$ cat config.mk
export PLATFORM = sky130hd
export DESIGN_NAME = ltec_exposure_ctrl
export DESIGN_NICKNAME = d
export VERILOG_FILES = /design/src/verilog/ltec_exposure_ctrl.v /design/src/verilog/ltec_delay_timer.v
export VERILOG_INCLUDE_DIRS = /design/src /design/src/include
export SDC_FILE = /design/constraint.sdc
export NUM_CORES = 1
export LEC_CHECK = 0
export BUFFER_PORTS_ARGS = -buffer_cell sky130_fd_sc_hd__buf_2
export CAP_MARGIN = 20
export CORE_MARGIN = 4
export CORE_UTILIZATION = 54
export DETAILED_ROUTE_END_ITERATION = 16
export GPL_ROUTABILITY_DRIVEN = 0
export PLACE_DENSITY = 0.72
export SYNTH_ARGS = -nofsm -noshare
export SYNTH_HDL_FRONTEND = slang
export SYNTH_SLANG_ARGS = --single-unit
$ cat constraint.sdc
create_clock -name clock -period 7.7 [get_ports clock]
set_clock_uncertainty 0.05 [all_clocks]
set_input_delay 1.155 -clock clock [delete_from_list [all_inputs] [get_ports clock]]
set_output_delay 1.155 -clock clock [all_outputs]
set_load 0.01 [all_outputs]
$ cat src/include/ltec_map.vh
/*
 * constants for the line trigger exposure control block:
 * mode encodings, timing figures and derived cycle counts.
 * assumes a 250 MHz core clock (4 ns period).
 */
`ifndef LTEC_MAP_VH
`define LTEC_MAP_VH

// ****************************************************
// clock
// ****************************************************
`define LTEC_CLK_PS 4000

// ****************************************************
// exposure modes
// ****************************************************
`define LTEC_MODE_W 2
`define LTEC_MODE_EDGE 2'h0
`define LTEC_MODE_LEVEL 2'h1
`define LTEC_MODE_PROG 2'h2
`define LTEC_MODE_FREE 2'h3

// ****************************************************
// exposure start delays, in ps, and cycle counts
// ****************************************************
`define LTEC_DLY_SHORT_PS 1210000
`define LTEC_DLY_EDGE_PS 2510000
`define LTEC_DLY_SHORT_CYC (`LTEC_DLY_SHORT_PS / `LTEC_CLK_PS)
`define LTEC_DLY_EDGE_CYC (`LTEC_DLY_EDGE_PS / `LTEC_CLK_PS)

// ****************************************************
// trigger pulse minima (far side), in ps and cycles
// ****************************************************
`define LTEC_HIGH_LEVEL_PS 1300000
`define LTEC_HIGH_EDGE_PS 100000
`define LTEC_LOW_MIN_PS 2000000
`define LTEC_HIGH_LEVEL_CYC \
    ((`LTEC_HIGH_LEVEL_PS + `LTEC_CLK_PS - 1) / `LTEC_CLK_PS)
`define LTEC_LOW_MIN_CYC \
    ((`LTEC_LOW_MIN_PS + `LTEC_CLK_PS - 1) / `LTEC_CLK_PS)

// ****************************************************
// enhanced raw mode line rate ceiling, in Hz
// ****************************************************
`define LTEC_RAW_MAX_HZ 137000
`define LTEC_RAW_MIN_PERIOD_CYC \
    ((250000000 + `LTEC_RAW_MAX_HZ - 1) / `LTEC_RAW_MAX_HZ)

// ****************************************************
// counter width and defaults
// ****************************************************
`define LTEC_CNT_W 32
`define LTEC_EXP_RST 32'h00000FA0
`define LTEC_PER_RST 32'h00002710

`endif

$ cat src/verilog/ltec_exposure_ctrl.v
/*
 * ltec_exposure_ctrl: line trigger exposure control.
 * assumes one 250 MHz clock, synchronous active-low reset, and an
 * asynchronous trigger input from the frame grabber.
 */
// Local design decisions: the address-and-strobe port and the register offsets.
// Summary of operation
// - one line acquired per trigger period; line rate follows trigger.
// - trigger spacing may be irregular; no fixed period assumed.
// - edge, level, programmed modes; each line starts on rising edge.
// - edge mode exposes the full period, rising edge to rising edge.
// - edge mode reads out on rising edge, ignores falling edge.
// - level mode exposure runs from falling edge to next rising edge.
// - level mode integrates while trigger low, reads out on rise.
// - programmed mode: rising edge starts exposure of set length.
// - programmed mode reads out when the set exposure expires.
// - programmed mode ignores falling edge and trigger pulse width.
// - exposure length for programmed mode is a software setting.
// - enhanced raw mode line rate must stay at or below 137 kHz.
// - free-run mode makes its own internal control signal.
// - exposure starts 1.21 us (2.51 us edge) after relevant edge.
// - over-long programmed exposure completes; triggers ignored.
`timescale 1ns/1ps
`include "ltec_map.vh"

module ltec_exposure_ctrl
(
    // clock and reset
    input wire clock,
    input wire rst_b,
    // external line trigger
    input wire ext_line_trigger,
    // register port
    input wire [3:0] reg_addr,
    input wire [31:0] reg_wdata,
    input wire reg_wr,
    input wire reg_rd,
    output reg [31:0] reg_rdata,
    // sensor control
    output reg line_start,
    output reg integrate,
    output reg readout,
    output reg raw_rate_violation
);

// ****************************************************
// register offsets
// ****************************************************
localparam [3:0] ADDR_MODE = 4'h0;
localparam [3:0] ADDR_EXP = 4'h4;
localparam [3:0] ADDR_PER = 4'h8;
localparam [3:0] ADDR_STAT = 4'hC;

// ****************************************************
// states, one-hot
// ****************************************************
localparam [4:0] ST_IDLE = 5'h01;
localparam [4:0] ST_DELAY = 5'h02;
localparam [4:0] ST_EXPOSE = 5'h04;
localparam [4:0] ST_WAIT_FALL = 5'h08;
localparam [4:0] ST_PROG = 5'h10;

// ****************************************************
// configuration registers
// ****************************************************
reg [`LTEC_MODE_W-1:0] mode;
reg raw_enable;
reg line_a_delayed;
reg [`LTEC_CNT_W-1:0] exp_time;
reg [`LTEC_CNT_W-1:0] line_period;
reg [31:0] line_count;

always @(posedge clock)
begin
    if (!rst_b)
    begin
        mode <= `LTEC_MODE_EDGE;
        raw_enable <= 1'b0;
        line_a_delayed <= 1'b0;
        exp_time <= `LTEC_EXP_RST;
        line_period <= `LTEC_PER_RST;
    end
    else if (reg_wr)
    begin
        case (reg_addr)
            ADDR_MODE:
            begin
                mode <= reg_wdata[1:0];
                raw_enable <= reg_wdata[4];
                line_a_delayed <= reg_wdata[8];
            end
            ADDR_EXP: exp_time <= reg_wdata;
            ADDR_PER: line_period <= reg_wdata;
            default: ;
        endcase
    end
end

// ****************************************************
// trigger synchroniser and free-run source
// ****************************************************
reg trig_meta;
reg trig_sync;
reg trig_last;
reg free_sig;
reg [`LTEC_CNT_W-1:0] free_cnt;
wire free_run = (mode == `LTEC_MODE_FREE);
wire ctrl_sig = free_run ? free_sig : trig_sync;
reg ctrl_last;
wire rise = ctrl_sig & ~ctrl_last;
wire fall = ~ctrl_sig & ctrl_last;

always @(posedge clock)
begin
    if (!rst_b)
    begin
        trig_meta <= 1'b0;
        trig_sync <= 1'b0;
        trig_last <= 1'b0;
        ctrl_last <= 1'b0;
    end
    else
    begin
        trig_meta <= ext_line_trigger;
        trig_sync <= trig_meta;
        trig_last <= trig_sync;
        ctrl_last <= ctrl_sig;
    end
end

// internal control: high for the first half of the line period
always @(posedge clock)
begin
    if (!rst_b || !free_run)
    begin
        free_cnt <= {`LTEC_CNT_W{1'b0}};
        free_sig <= 1'b0;
    end
    else if (free_cnt + {{(`LTEC_CNT_W-1){1'b0}}, 1'b1} >= line_period)
    begin
        free_cnt <= {`LTEC_CNT_W{1'b0}};
        free_sig <= 1'b1;
    end
    else
    begin
        free_cnt <= free_cnt + {{(`LTEC_CNT_W-1){1'b0}}, 1'b1};
        free_sig <= (free_cnt < (line_period >> 1));
    end
end

// ****************************************************
// exposure state machine
// ****************************************************
reg [4:0] state;
reg [4:0] next_state;
reg tmr_load;
reg [`LTEC_CNT_W-1:0] tmr_count;
wire tmr_done;
wire eff_edge = (mode == `LTEC_MODE_EDGE) || free_run;

ltec_delay_timer u_timer
(
    .clock(clock),
    .rst_b(rst_b),
    .load(tmr_load),
    .count(tmr_count),
    .cancel(1'b0),
    .busy(),
    .done(tmr_done)
);

always @*
begin
    next_state = state;
    tmr_load = 1'b0;
    tmr_count = `LTEC_DLY_SHORT_CYC;
    case (state)
        ST_IDLE:
        begin
            if (rise)
            begin
                tmr_load = 1'b1;
                if (eff_edge)
                begin
                    tmr_count = `LTEC_DLY_EDGE_CYC;
                    next_state = ST_DELAY;
                end
                else if (mode == `LTEC_MODE_LEVEL)
                begin
                    tmr_load = 1'b0;
                    next_state = ST_WAIT_FALL;
                end
                else
                begin
                    next_state = ST_DELAY;
                end
            end
        end
        ST_WAIT_FALL:
        begin
            if (fall)
            begin
                tmr_load = 1'b1;
                next_state = ST_DELAY;
            end
        end
        ST_DELAY:
        begin
            if (tmr_done)
            begin
                if (mode == `LTEC_MODE_PROG)
                begin
                    tmr_load = 1'b1;
                    tmr_count = exp_time;
                    next_state = ST_PROG;
                end
                else
                begin
                    next_state = ST_EXPOSE;
                end
            end
        end
        ST_EXPOSE:
        begin
            // edge: close on next rise; level: also close on rise
            if (rise)
            begin
                tmr_load = 1'b1;
                if (eff_edge)
                begin
                    tmr_count = `LTEC_DLY_EDGE_CYC;
                    next_state = ST_DELAY;
                end
                else
                begin
                    tmr_load = 1'b0;
                    next_state = ST_WAIT_FALL;
                end
            end
        end
        ST_PROG:
        begin
            if (tmr_done)
            begin
                next_state = ST_IDLE;
            end
        end
        default: next_state = ST_IDLE;
    endcase
end

always @(posedge clock)
begin
    if (!rst_b)
    begin
        state <= ST_IDLE;
    end
    else
    begin
        state <= next_state;
    end
end

// ****************************************************
// sensor outputs
// ****************************************************
wire readout_now = (rise && state == ST_EXPOSE) ||
    (state == ST_PROG && tmr_done);
wire ignored = rise && (state == ST_PROG ||
    state == ST_DELAY);

always @(posedge clock)
begin
    if (!rst_b)
    begin
        line_start <= 1'b0;
        integrate <= 1'b0;
        readout <= 1'b0;
        line_count <= 32'h00000000;
    end
    else
    begin
        line_start <= rise && !ignored;
        readout <= readout_now;
        // programmed exposure counted from the second cycle in ST_PROG
        integrate <= (next_state == ST_EXPOSE) ||
            (state == ST_PROG && next_state == ST_PROG);
        if (readout_now)
        begin
            line_count <= line_count + 32'h00000001;
        end
    end
end

// ****************************************************
// enhanced raw line rate watch
// ****************************************************
reg [`LTEC_CNT_W-1:0] period_cnt;

always @(posedge clock)
begin
    if (!rst_b)
    begin
        // saturated: first rise after reset has no period to judge
        period_cnt <= {`LTEC_CNT_W{1'b1}};
        raw_rate_violation <= 1'b0;
    end
    else if (rise)
    begin
        period_cnt <= {`LTEC_CNT_W{1'b0}};
        if (raw_enable && !free_run &&
            period_cnt < `LTEC_RAW_MIN_PERIOD_CYC - 1)
        begin
            raw_rate_violation <= 1'b1;
        end
    end
    else
    begin
        if (reg_wr && reg_addr == ADDR_STAT && reg_wdata[0])
        begin
            raw_rate_violation <= 1'b0;
        end
        if (period_cnt != {`LTEC_CNT_W{1'b1}})
        begin
            period_cnt <= period_cnt + {{(`LTEC_CNT_W-1){1'b0}}, 1'b1};
        end
    end
end

// ****************************************************
// register read port
// ****************************************************
always @(posedge clock)
begin
    if (!rst_b)
    begin
        reg_rdata <= 32'h00000000;
    end
    else if (reg_rd)
    begin
        case (reg_addr)
            ADDR_MODE: reg_rdata <= {23'h000000, line_a_delayed,
                3'h0, raw_enable, 2'h0, mode};
            ADDR_EXP: reg_rdata <= exp_time;
            ADDR_PER: reg_rdata <= line_period;
            ADDR_STAT: reg_rdata <= {trig_last, integrate,
                raw_rate_violation, state, line_count[23:0]};
            default: reg_rdata <= 32'h00000000;
        endcase
    end
    else
    begin
        reg_rdata <= 32'h00000000;
    end
end

endmodule // ltec_exposure_ctrl

$ cat src/verilog/ltec_delay_timer.v
/*
 * ltec_delay_timer: loadable down-counter, one-cycle done pulse.
 * assumes load and count come from the same clock domain; a zero count loads as one.
 */
`timescale 1ns/1ps
`include "ltec_map.vh"

module ltec_delay_timer
(
    // clock and reset
    input wire clock,
    input wire rst_b,
    // control
    input wire load,
    input wire [`LTEC_CNT_W-1:0] count,
    input wire cancel,
    // status
    output reg busy,
    output reg done
);

reg [`LTEC_CNT_W-1:0] remain;

always @(posedge clock)
begin
    if (!rst_b)
    begin
        remain <= {`LTEC_CNT_W{1'b0}};
        busy <= 1'b0;
        done <= 1'b0;
    end
    else if (cancel)
    begin
        busy <= 1'b0;
        done <= 1'b0;
    end
    else if (load)
    begin
        remain <= (count == {`LTEC_CNT_W{1'b0}}) ?
            {{(`LTEC_CNT_W-1){1'b0}}, 1'b1} : count;
        busy <= 1'b1;
        done <= 1'b0;
    end
    else if (busy)
    begin
        remain <= remain - {{(`LTEC_CNT_W-1){1'b0}}, 1'b1};
        done <= (remain == {{(`LTEC_CNT_W-1){1'b0}}, 1'b1});
        busy <= (remain != {{(`LTEC_CNT_W-1){1'b0}}, 1'b1});
    end
    else
    begin
        done <= 1'b0;
    end
end

endmodule // ltec_delay_timer

# ---- Yosys cells after proc, flatten, opt, wreduce, memory -nomap -nowiden
# Index checks and enable logic that the tools add are counted.
dict set report word_totals {
  reg_bits 244
  inputBits 41
  output_inout_bits 36
  elab_cells 120
}
dict set report op_classes {
  n_addsub 4
  n_lt_le_gt_ge 3
  eq_ne 17
  muxes 37
  bitwise_logic 6
  n_reduce_logical 31
}
# operator count
set op_table {}
lappend op_table {{32-bit 2-to-1 mux} 7}
lappend op_table {{32-bit one-hot mux with 4 select lines} 1}
lappend op_table {{32-bit by 1-bit adder with 32-bit output, second input constant} 3}
lappend op_table {{32-bit one-hot mux with 2 select lines} 1}
lappend op_table {{32-bit by 1-bit == test with 1-bit output, second input constant} 1}
lappend op_table {{32-bit greater-or-equal comparator} 1}
lappend op_table {{32-bit zero test} 1}
lappend op_table {{32-bit by 11-bit < comparator with 1-bit output, second input constant} 1}
lappend op_table {{32-bit by 31-bit < comparator with 1-bit output} 1}
lappend op_table {{32-bit by 1-bit != test with 1-bit output, second input constant} 1}
lappend op_table {{32-bit != test, second input constant} 1}
lappend op_table {{32-bit by 1-bit subtractor with 32-bit output, second input constant} 1}
lappend op_table {{5-bit 2-to-1 mux} 6}
lappend op_table {{5-bit one-hot mux with 5 select lines} 1}
lappend op_table {{10-bit 2-to-1 mux} 2}
lappend op_table {{1-bit 2-to-1 mux} 15}
lappend op_table {{4-bit 2-to-1 mux} 3}
lappend op_table {{5-bit by 3-bit == test with 1-bit output, second input constant} 2}
lappend op_table {{5-bit == test, second input constant} 2}
lappend op_table {{2-bit AND reduction} 5}
lappend op_table {{1-bit logical AND} 9}
lappend op_table {{4-bit == test, second input constant} 2}
lappend op_table {{2-bit nonzero test} 3}
lappend op_table {{5-bit by 1-bit == test with 1-bit output, second input constant} 1}
lappend op_table {{15 further kinds} 27}

# ---- Logic depth before layout (Yosys ltp)
dict set report depth {
  ltp_word 9
  mapped_depth 15
  mapped_depth_nobuf 13
}

# ---- Hierarchy
# Synthesis repeated with hierarchy kept, for this count alone.
dict set report hier_totals {
  cells_unflattened 1567
  hier_area_um2 12796.0
}
# module instances cells_each area_per_inst_um2
set by_module_without_submodules {}
lappend by_module_without_submodules {ltec_exposure_ctrl 1 1282 10627.7}
lappend by_module_without_submodules {ltec_delay_timer 1 285 2168.3}

# ---- Worst setup path after synthesis
# No wires, ideal clock.
dict set report synth_timing {
  kind {reg-to-reg}
  start {reg free_cnt[0]}
  end {reg free_sig}
  t_arrival_ns 3.022
  slack_ns 4.558
  path_stages_with_launch 16
  n_path_buf 2
  cell_sequence {dfxtp_1 -> ha_1 -> nand4_1 -> nor4_1 -> and2_1 -> clkbuf_1 -> nand3_1 -> xnor2_1 -> ha_1 -> o21ai_0 -> a22oi_1 -> a21oi_1 -> o21a_1 -> a31oi_1 -> clkbuf_1 -> o2bb2ai_1}
}
dict set report synth_between {
  elab_chain_cells 3
  word_cells_on_any_way 4
  classes_between {1 x add/sub; 2 x order compare; 1 x mux}
}
# element line
set synth_lines {}
lappend synth_lines {{start, declared} ltec_exposure_ctrl.v:106} ;# reg [`LTEC_CNT_W-1:0] free_cnt;
lappend synth_lines {{start signal, assigned} ltec_exposure_ctrl.v:136} ;# free_cnt <= {`LTEC_CNT_W{1'b0}};
lappend synth_lines {{start signal, assigned} ltec_exposure_ctrl.v:141} ;# free_cnt <= {`LTEC_CNT_W{1'b0}};
lappend synth_lines {{start signal, assigned} ltec_exposure_ctrl.v:146} ;# free_cnt <= free_cnt + {{(`LTEC_CNT_W-1){1'b0}}, 1'b1};
lappend synth_lines {{32-bit by 1-bit adder with 32-bit output} ltec_exposure_ctrl.v:139} ;# else if (free_cnt + {{(`LTEC_CNT_W-1){1'b0}}, 1'b1} >= line_period)
lappend synth_lines {{32-bit greater-or-equal comparator} ltec_exposure_ctrl.v:139}
lappend synth_lines {{1-bit 2-to-1 mux (*)} ltec_exposure_ctrl.v:139}
lappend synth_lines {{end signal, assigned} ltec_exposure_ctrl.v:147} ;# free_sig <= (free_cnt < (line_period >> 1));
lappend synth_lines {{end, declared} ltec_exposure_ctrl.v:105} ;# reg free_sig;
# Mark *: on every way between the ends. The rest lies on a longest branch, timed or not.
# A chain may end at the register's enable or synchronous reset.

# ---- Worst setup path in the final report
dict set report layout_timing {
  start {reg free_cnt[0]}
  end {reg free_cnt[0]}
}
dict set report layout_between {
  elab_chain_cells 3
}
# element line
set layout_lines {}
lappend layout_lines {{32-bit by 1-bit adder with 32-bit output (*)} {ltec_exposure_ctrl.v:139, ltec_exposure_ctrl.v:146}}
lappend layout_lines {{32-bit greater-or-equal comparator} ltec_exposure_ctrl.v:139}
lappend layout_lines {{2-bit OR reduction (no source line)} -}
# Marks and branches as above.

==> flow_summary.yaml <==
outcome:
  run_status: "finished clean"
pwr:
  power_frac_seq_pct: 43.7
  power_leakage_nw: 5.26
  net_switching_mw: 0.847
  power.share.switching_pct: 27.6
  fraction_of_power_consumed_by_combinational_cells_pct: 14.4
  share_clk_of_total_power_pct: 41.8
  intPower_mw: 2.22
  power.density_cell_area_nw_per_um2: 227
  vdd.ir_drop.worst_mv: 0.194
final_layout:
  multi_input_comb_area_um2: 6900
  filler_cell_count: 1910
  final_layout_size_suffix_gt1_share_pct: 10.7
  sequential_cell_area_um2: 4720
  areaGrowthSynthToFinish_pct: 11.5
  post-route-util_pct: 61.5
  design.final.nets: 1612
clock_network:
  clock_sinks: 236
  clk_latency_ns: 0.53
  cts.htree.levels: 1
  postCtsSetupRepairBufs: 0
  clk_path_buf_depth: 3
  cts_hold_repair.buffers: 0
  cts.root.buffer_cell: "sky130_fd_sc_hd__clkbuf_16"
  tritoncts_buffer_count: 27
  postCtsResizedCells: 0
  tritoncts: "done"
  clk_transition_reported_paths_ns: 0.06
worst_setup_path:
  timing.critical_path.slowest_stage_cell: "sky130_fd_sc_hd__nor4_1"
  critical_path.cell_chain: "ha_1, nand4_1, nor4_1, and2_1, nand2_1, xnor2_1, ha_1, nand2_1, o21ai_0, a21oi_1, o21a_1, a31oi_2, buf_4, nor3_1"
  timing.critical_path.arrival_ns: 4.33
  crit_buf_inv: 1
  critical_path.max_fanout: 24
  regToRegSetupSlack_ns: 3.70
  critical-path-top-delay-family: "simple AND/OR/NAND/NOR gates"
  cp.required_ns: 8.03
  r2r_cells: 14
  critical_path.reg2reg.startpoint: "free_cnt[0]$_SDFF_PP0_"
  reg2reg_to: "free_cnt[0]$_SDFF_PP0_"
  worstSetupEndpointType: "register"
  critPathLaunchType: "register"
  worst_path_largest_cell_delay_ns: 0.60
  worst-setup-path-type: "reg2reg"
detailed_routing:
  avgViaCountPerCell: 6.11
  routedWlPerCell_um: 18.7
  detailedRoute.firstPassIterationCount: 9
  drtAntennaViolNets: 0
  route.vias.total: 11002
  sum_of_routed_wire_length_over_all_layers_um: 33600
  detailedRoute.firstIterationViolations: 1098
  drt_drc_violations_left: 0
global_routing:
  grt.overflow.total: 0
  grt-busiest-layer: "met2"
  grt_pass1_vias: 10268
  gr-usage-all-layers_pct: 26.5
  use_met2_pct: 41.5
  grt_start_max_net_pins: 80
  grt_util_met3_pct: 4.51
  antenna_found_initial: 1
  grt_util_met1_pct: 36.8
  grt_pass1_wl_um: 53600
timing:
  post-route-period-util_pct: 51.9
  crit_path_time_final_ns: 4.00
  timing_max_transition_violations_final: 0
  max_freq_mhz: 250
  setup_viols_final: 0
  worst-slew-pin-transition_ns: 1.14
  fin_tns_setup_ns: 0
  maxSlewHeadroom_pct: 24.2
  grt_setup_unrepaired: "no"
  final-hold-violation-count: 0
min_path:
  min_delay_path_depth: 1
  min_to: "trig_sync$_SDFF_PN0_"
  hp-start: "trig_meta$_SDFF_PN0_"
  hold_path.class: "reg2reg"
synth:
  synth.top_cells.by_area: "sky130_fd_sc_hd__dfxtp_1, sky130_fd_sc_hd__ha_1, sky130_fd_sc_hd__nand2_1, sky130_fd_sc_hd__a21oi_1, sky130_fd_sc_hd__nor2_1"
  primary_ff_master_synth: "sky130_fd_sc_hd__dfxtp_1"
  netlist_area_um2: 12100
  synth_fp_nets: 1573
  syn-instance-count: 1461
  avgSynthCellArea_um2: 8.29
  cell_accounting_for_the_most_synthesized_area: "sky130_fd_sc_hd__dfxtp_1"
  synth.yosys.seq_area_share_pct: 39.0
  synthDistinctLibCells: 77
  synth.most_common_cell: "sky130_fd_sc_hd__dfxtp_1"
  number_of_flops_mapped_to_enable_cells_by_yosys: 0
  asyncSetResetFlopFracSynth_pct: 0
  most_instantiated_cells_after_synthesis: "sky130_fd_sc_hd__dfxtp_1, sky130_fd_sc_hd__nand2_1, sky130_fd_sc_hd__nor2_1, sky130_fd_sc_hd__a21oi_1"
  synth.ff_latch_count: 236
  yosys_warnings: 0
  netlist.area_leader.share_pct: 39.0
job:
  max_cap_violations: 0
floorplanning:
  floorplan.die.width_um: 158
  design.die.area_um2: 24900
  fp.dieH_um: 158
  placement_rows: 54
  initial_core_util_pct: 55.2
  ios: 77
  floorplan.core_area_um2: 22000
placed_design:
  dp_hpwl_um: 24000
  portBuffers: 76
cells in the final DEF, fill, tap and decap left out, types with 10 or more instances in the layout:
cell                        count
sky130_fd_sc_hd__and4_1        14
sky130_fd_sc_hd__a222oi_1      28
sky130_fd_sc_hd__buf_4         11
sky130_fd_sc_hd__nand2_1      234
sky130_fd_sc_hd__nor3b_1       14
sky130_fd_sc_hd__nand4_1       38
sky130_fd_sc_hd__a211oi_1      10
sky130_fd_sc_hd__buf_2         76
sky130_fd_sc_hd__nand3_1       53
sky130_fd_sc_hd__and3_1        20
sky130_fd_sc_hd__nor2_1       135
sky130_fd_sc_hd__a21oi_1      102
sky130_fd_sc_hd__nor4_1        22
sky130_fd_sc_hd__xor2_1        49
sky130_fd_sc_hd__inv_1         48
sky130_fd_sc_hd__xnor2_1       51
sky130_fd_sc_hd__clkbuf_16     27
sky130_fd_sc_hd__o21ai_0       71
sky130_fd_sc_hd__o211ai_1      13
sky130_fd_sc_hd__and2_1        19
sky130_fd_sc_hd__nor3_1        24
sky130_fd_sc_hd__ha_1          71
sky130_fd_sc_hd__dfxtp_1      236
logic make-up after synthesis:
family,count (synthesis),share of synthesized area [%]
xor gates and xnor gates,100,7.23
DFF,236,39.0
buffers and inverters,126,4.22
AOI/OAI and AO/OA,297,15.8
adders and majority gates,71,7.33
muxes,10,0.847
and+or+nand+nor,621,25.6
area by class of cell:
cell class | instances | share of cell area, %
antenna | 1 | 0.0185
tap | 280 | 2.59
timing repair buffer | 87 | 3.43
sequential | 236 | 35.0
clock buffer | 37 | 5.72
multi-input combinational | 1099 | 51.0
inverter | 49 | 1.37
clock inverter | 12 | 0.889
power by group through the flow:
stage               logic, mW  clock network, mW  registers [mW]
floorplan               0.353                  0            1.34
global placement        0.427                  0            1.36
detailed placement      0.432                  0            1.36
CTS                     0.437               1.30            1.34
global route            0.494               1.35            1.35
finish                  0.442               1.28            1.34
state kept, by name, indices dropped and copies added (netlist names), 2 cells and up:
signal and flops:
exp_time 32, free_cnt 32, line_period 32, reg_rdata 32, state 5, mode 2
period_cnt 32, u_timer.remain 32, line_count 24
per-stage QoR:
step | power (mW) | std cells | setup slack, ns | cell area (µm²) | hold slack, ns
6_report | 3.06 | 1801 | 3.70 | 13500 | 0.385
5_1_grt | 3.19 | 1801 | 3.42 | 13500 | 0.413
4_1_cts | 3.08 | 1800 | 3.80 | 13500 | 0.380
3_5_place_dp | 1.80 | 1751 | 3.47 | 12600 | 0.368
3_3_place_gp | 1.79 | 1751 | 3.55 | 12600 | 0.365
2_1_floorplan | 1.70 | 1461 | 4.56 | 12100 | 0.362
worst max-delay path by stage:
stage	startpoint	to	slack, ns	cells past startpoint
after floorplan	free_cnt[0]$_SDFF_PP0_	free_sig$_SDFF_PP0_	4.56	15
after global placement	reg_addr[1]	line_period[19]$_SDFFE_PN0P_	3.55	6
after detailed placement	reg_addr[1]	line_period[30]$_SDFFE_PN0P_	3.47	6
after CTS	free_cnt[0]$_SDFF_PP0_	free_cnt[0]$_SDFF_PP0_	3.80	14
after global routing	free_cnt[0]$_SDFF_PP0_	free_cnt[22]$_SDFF_PP0_	3.42	14
final	free_cnt[0]$_SDFF_PP0_	free_cnt[0]$_SDFF_PP0_	3.70	14
layer usage:
metal / wire length [µm] / part of all wire [%] / vias to the layer above
li1: - / - / 5304
met1: 14500 / 43 / 5156
met2: 14900 / 44 / 460
met3: 2790 / 8.3 / 82
met4: 1340 / 4.0 / 0
met5: 0 / 0 / -
(Power assumes the default switching activity.)
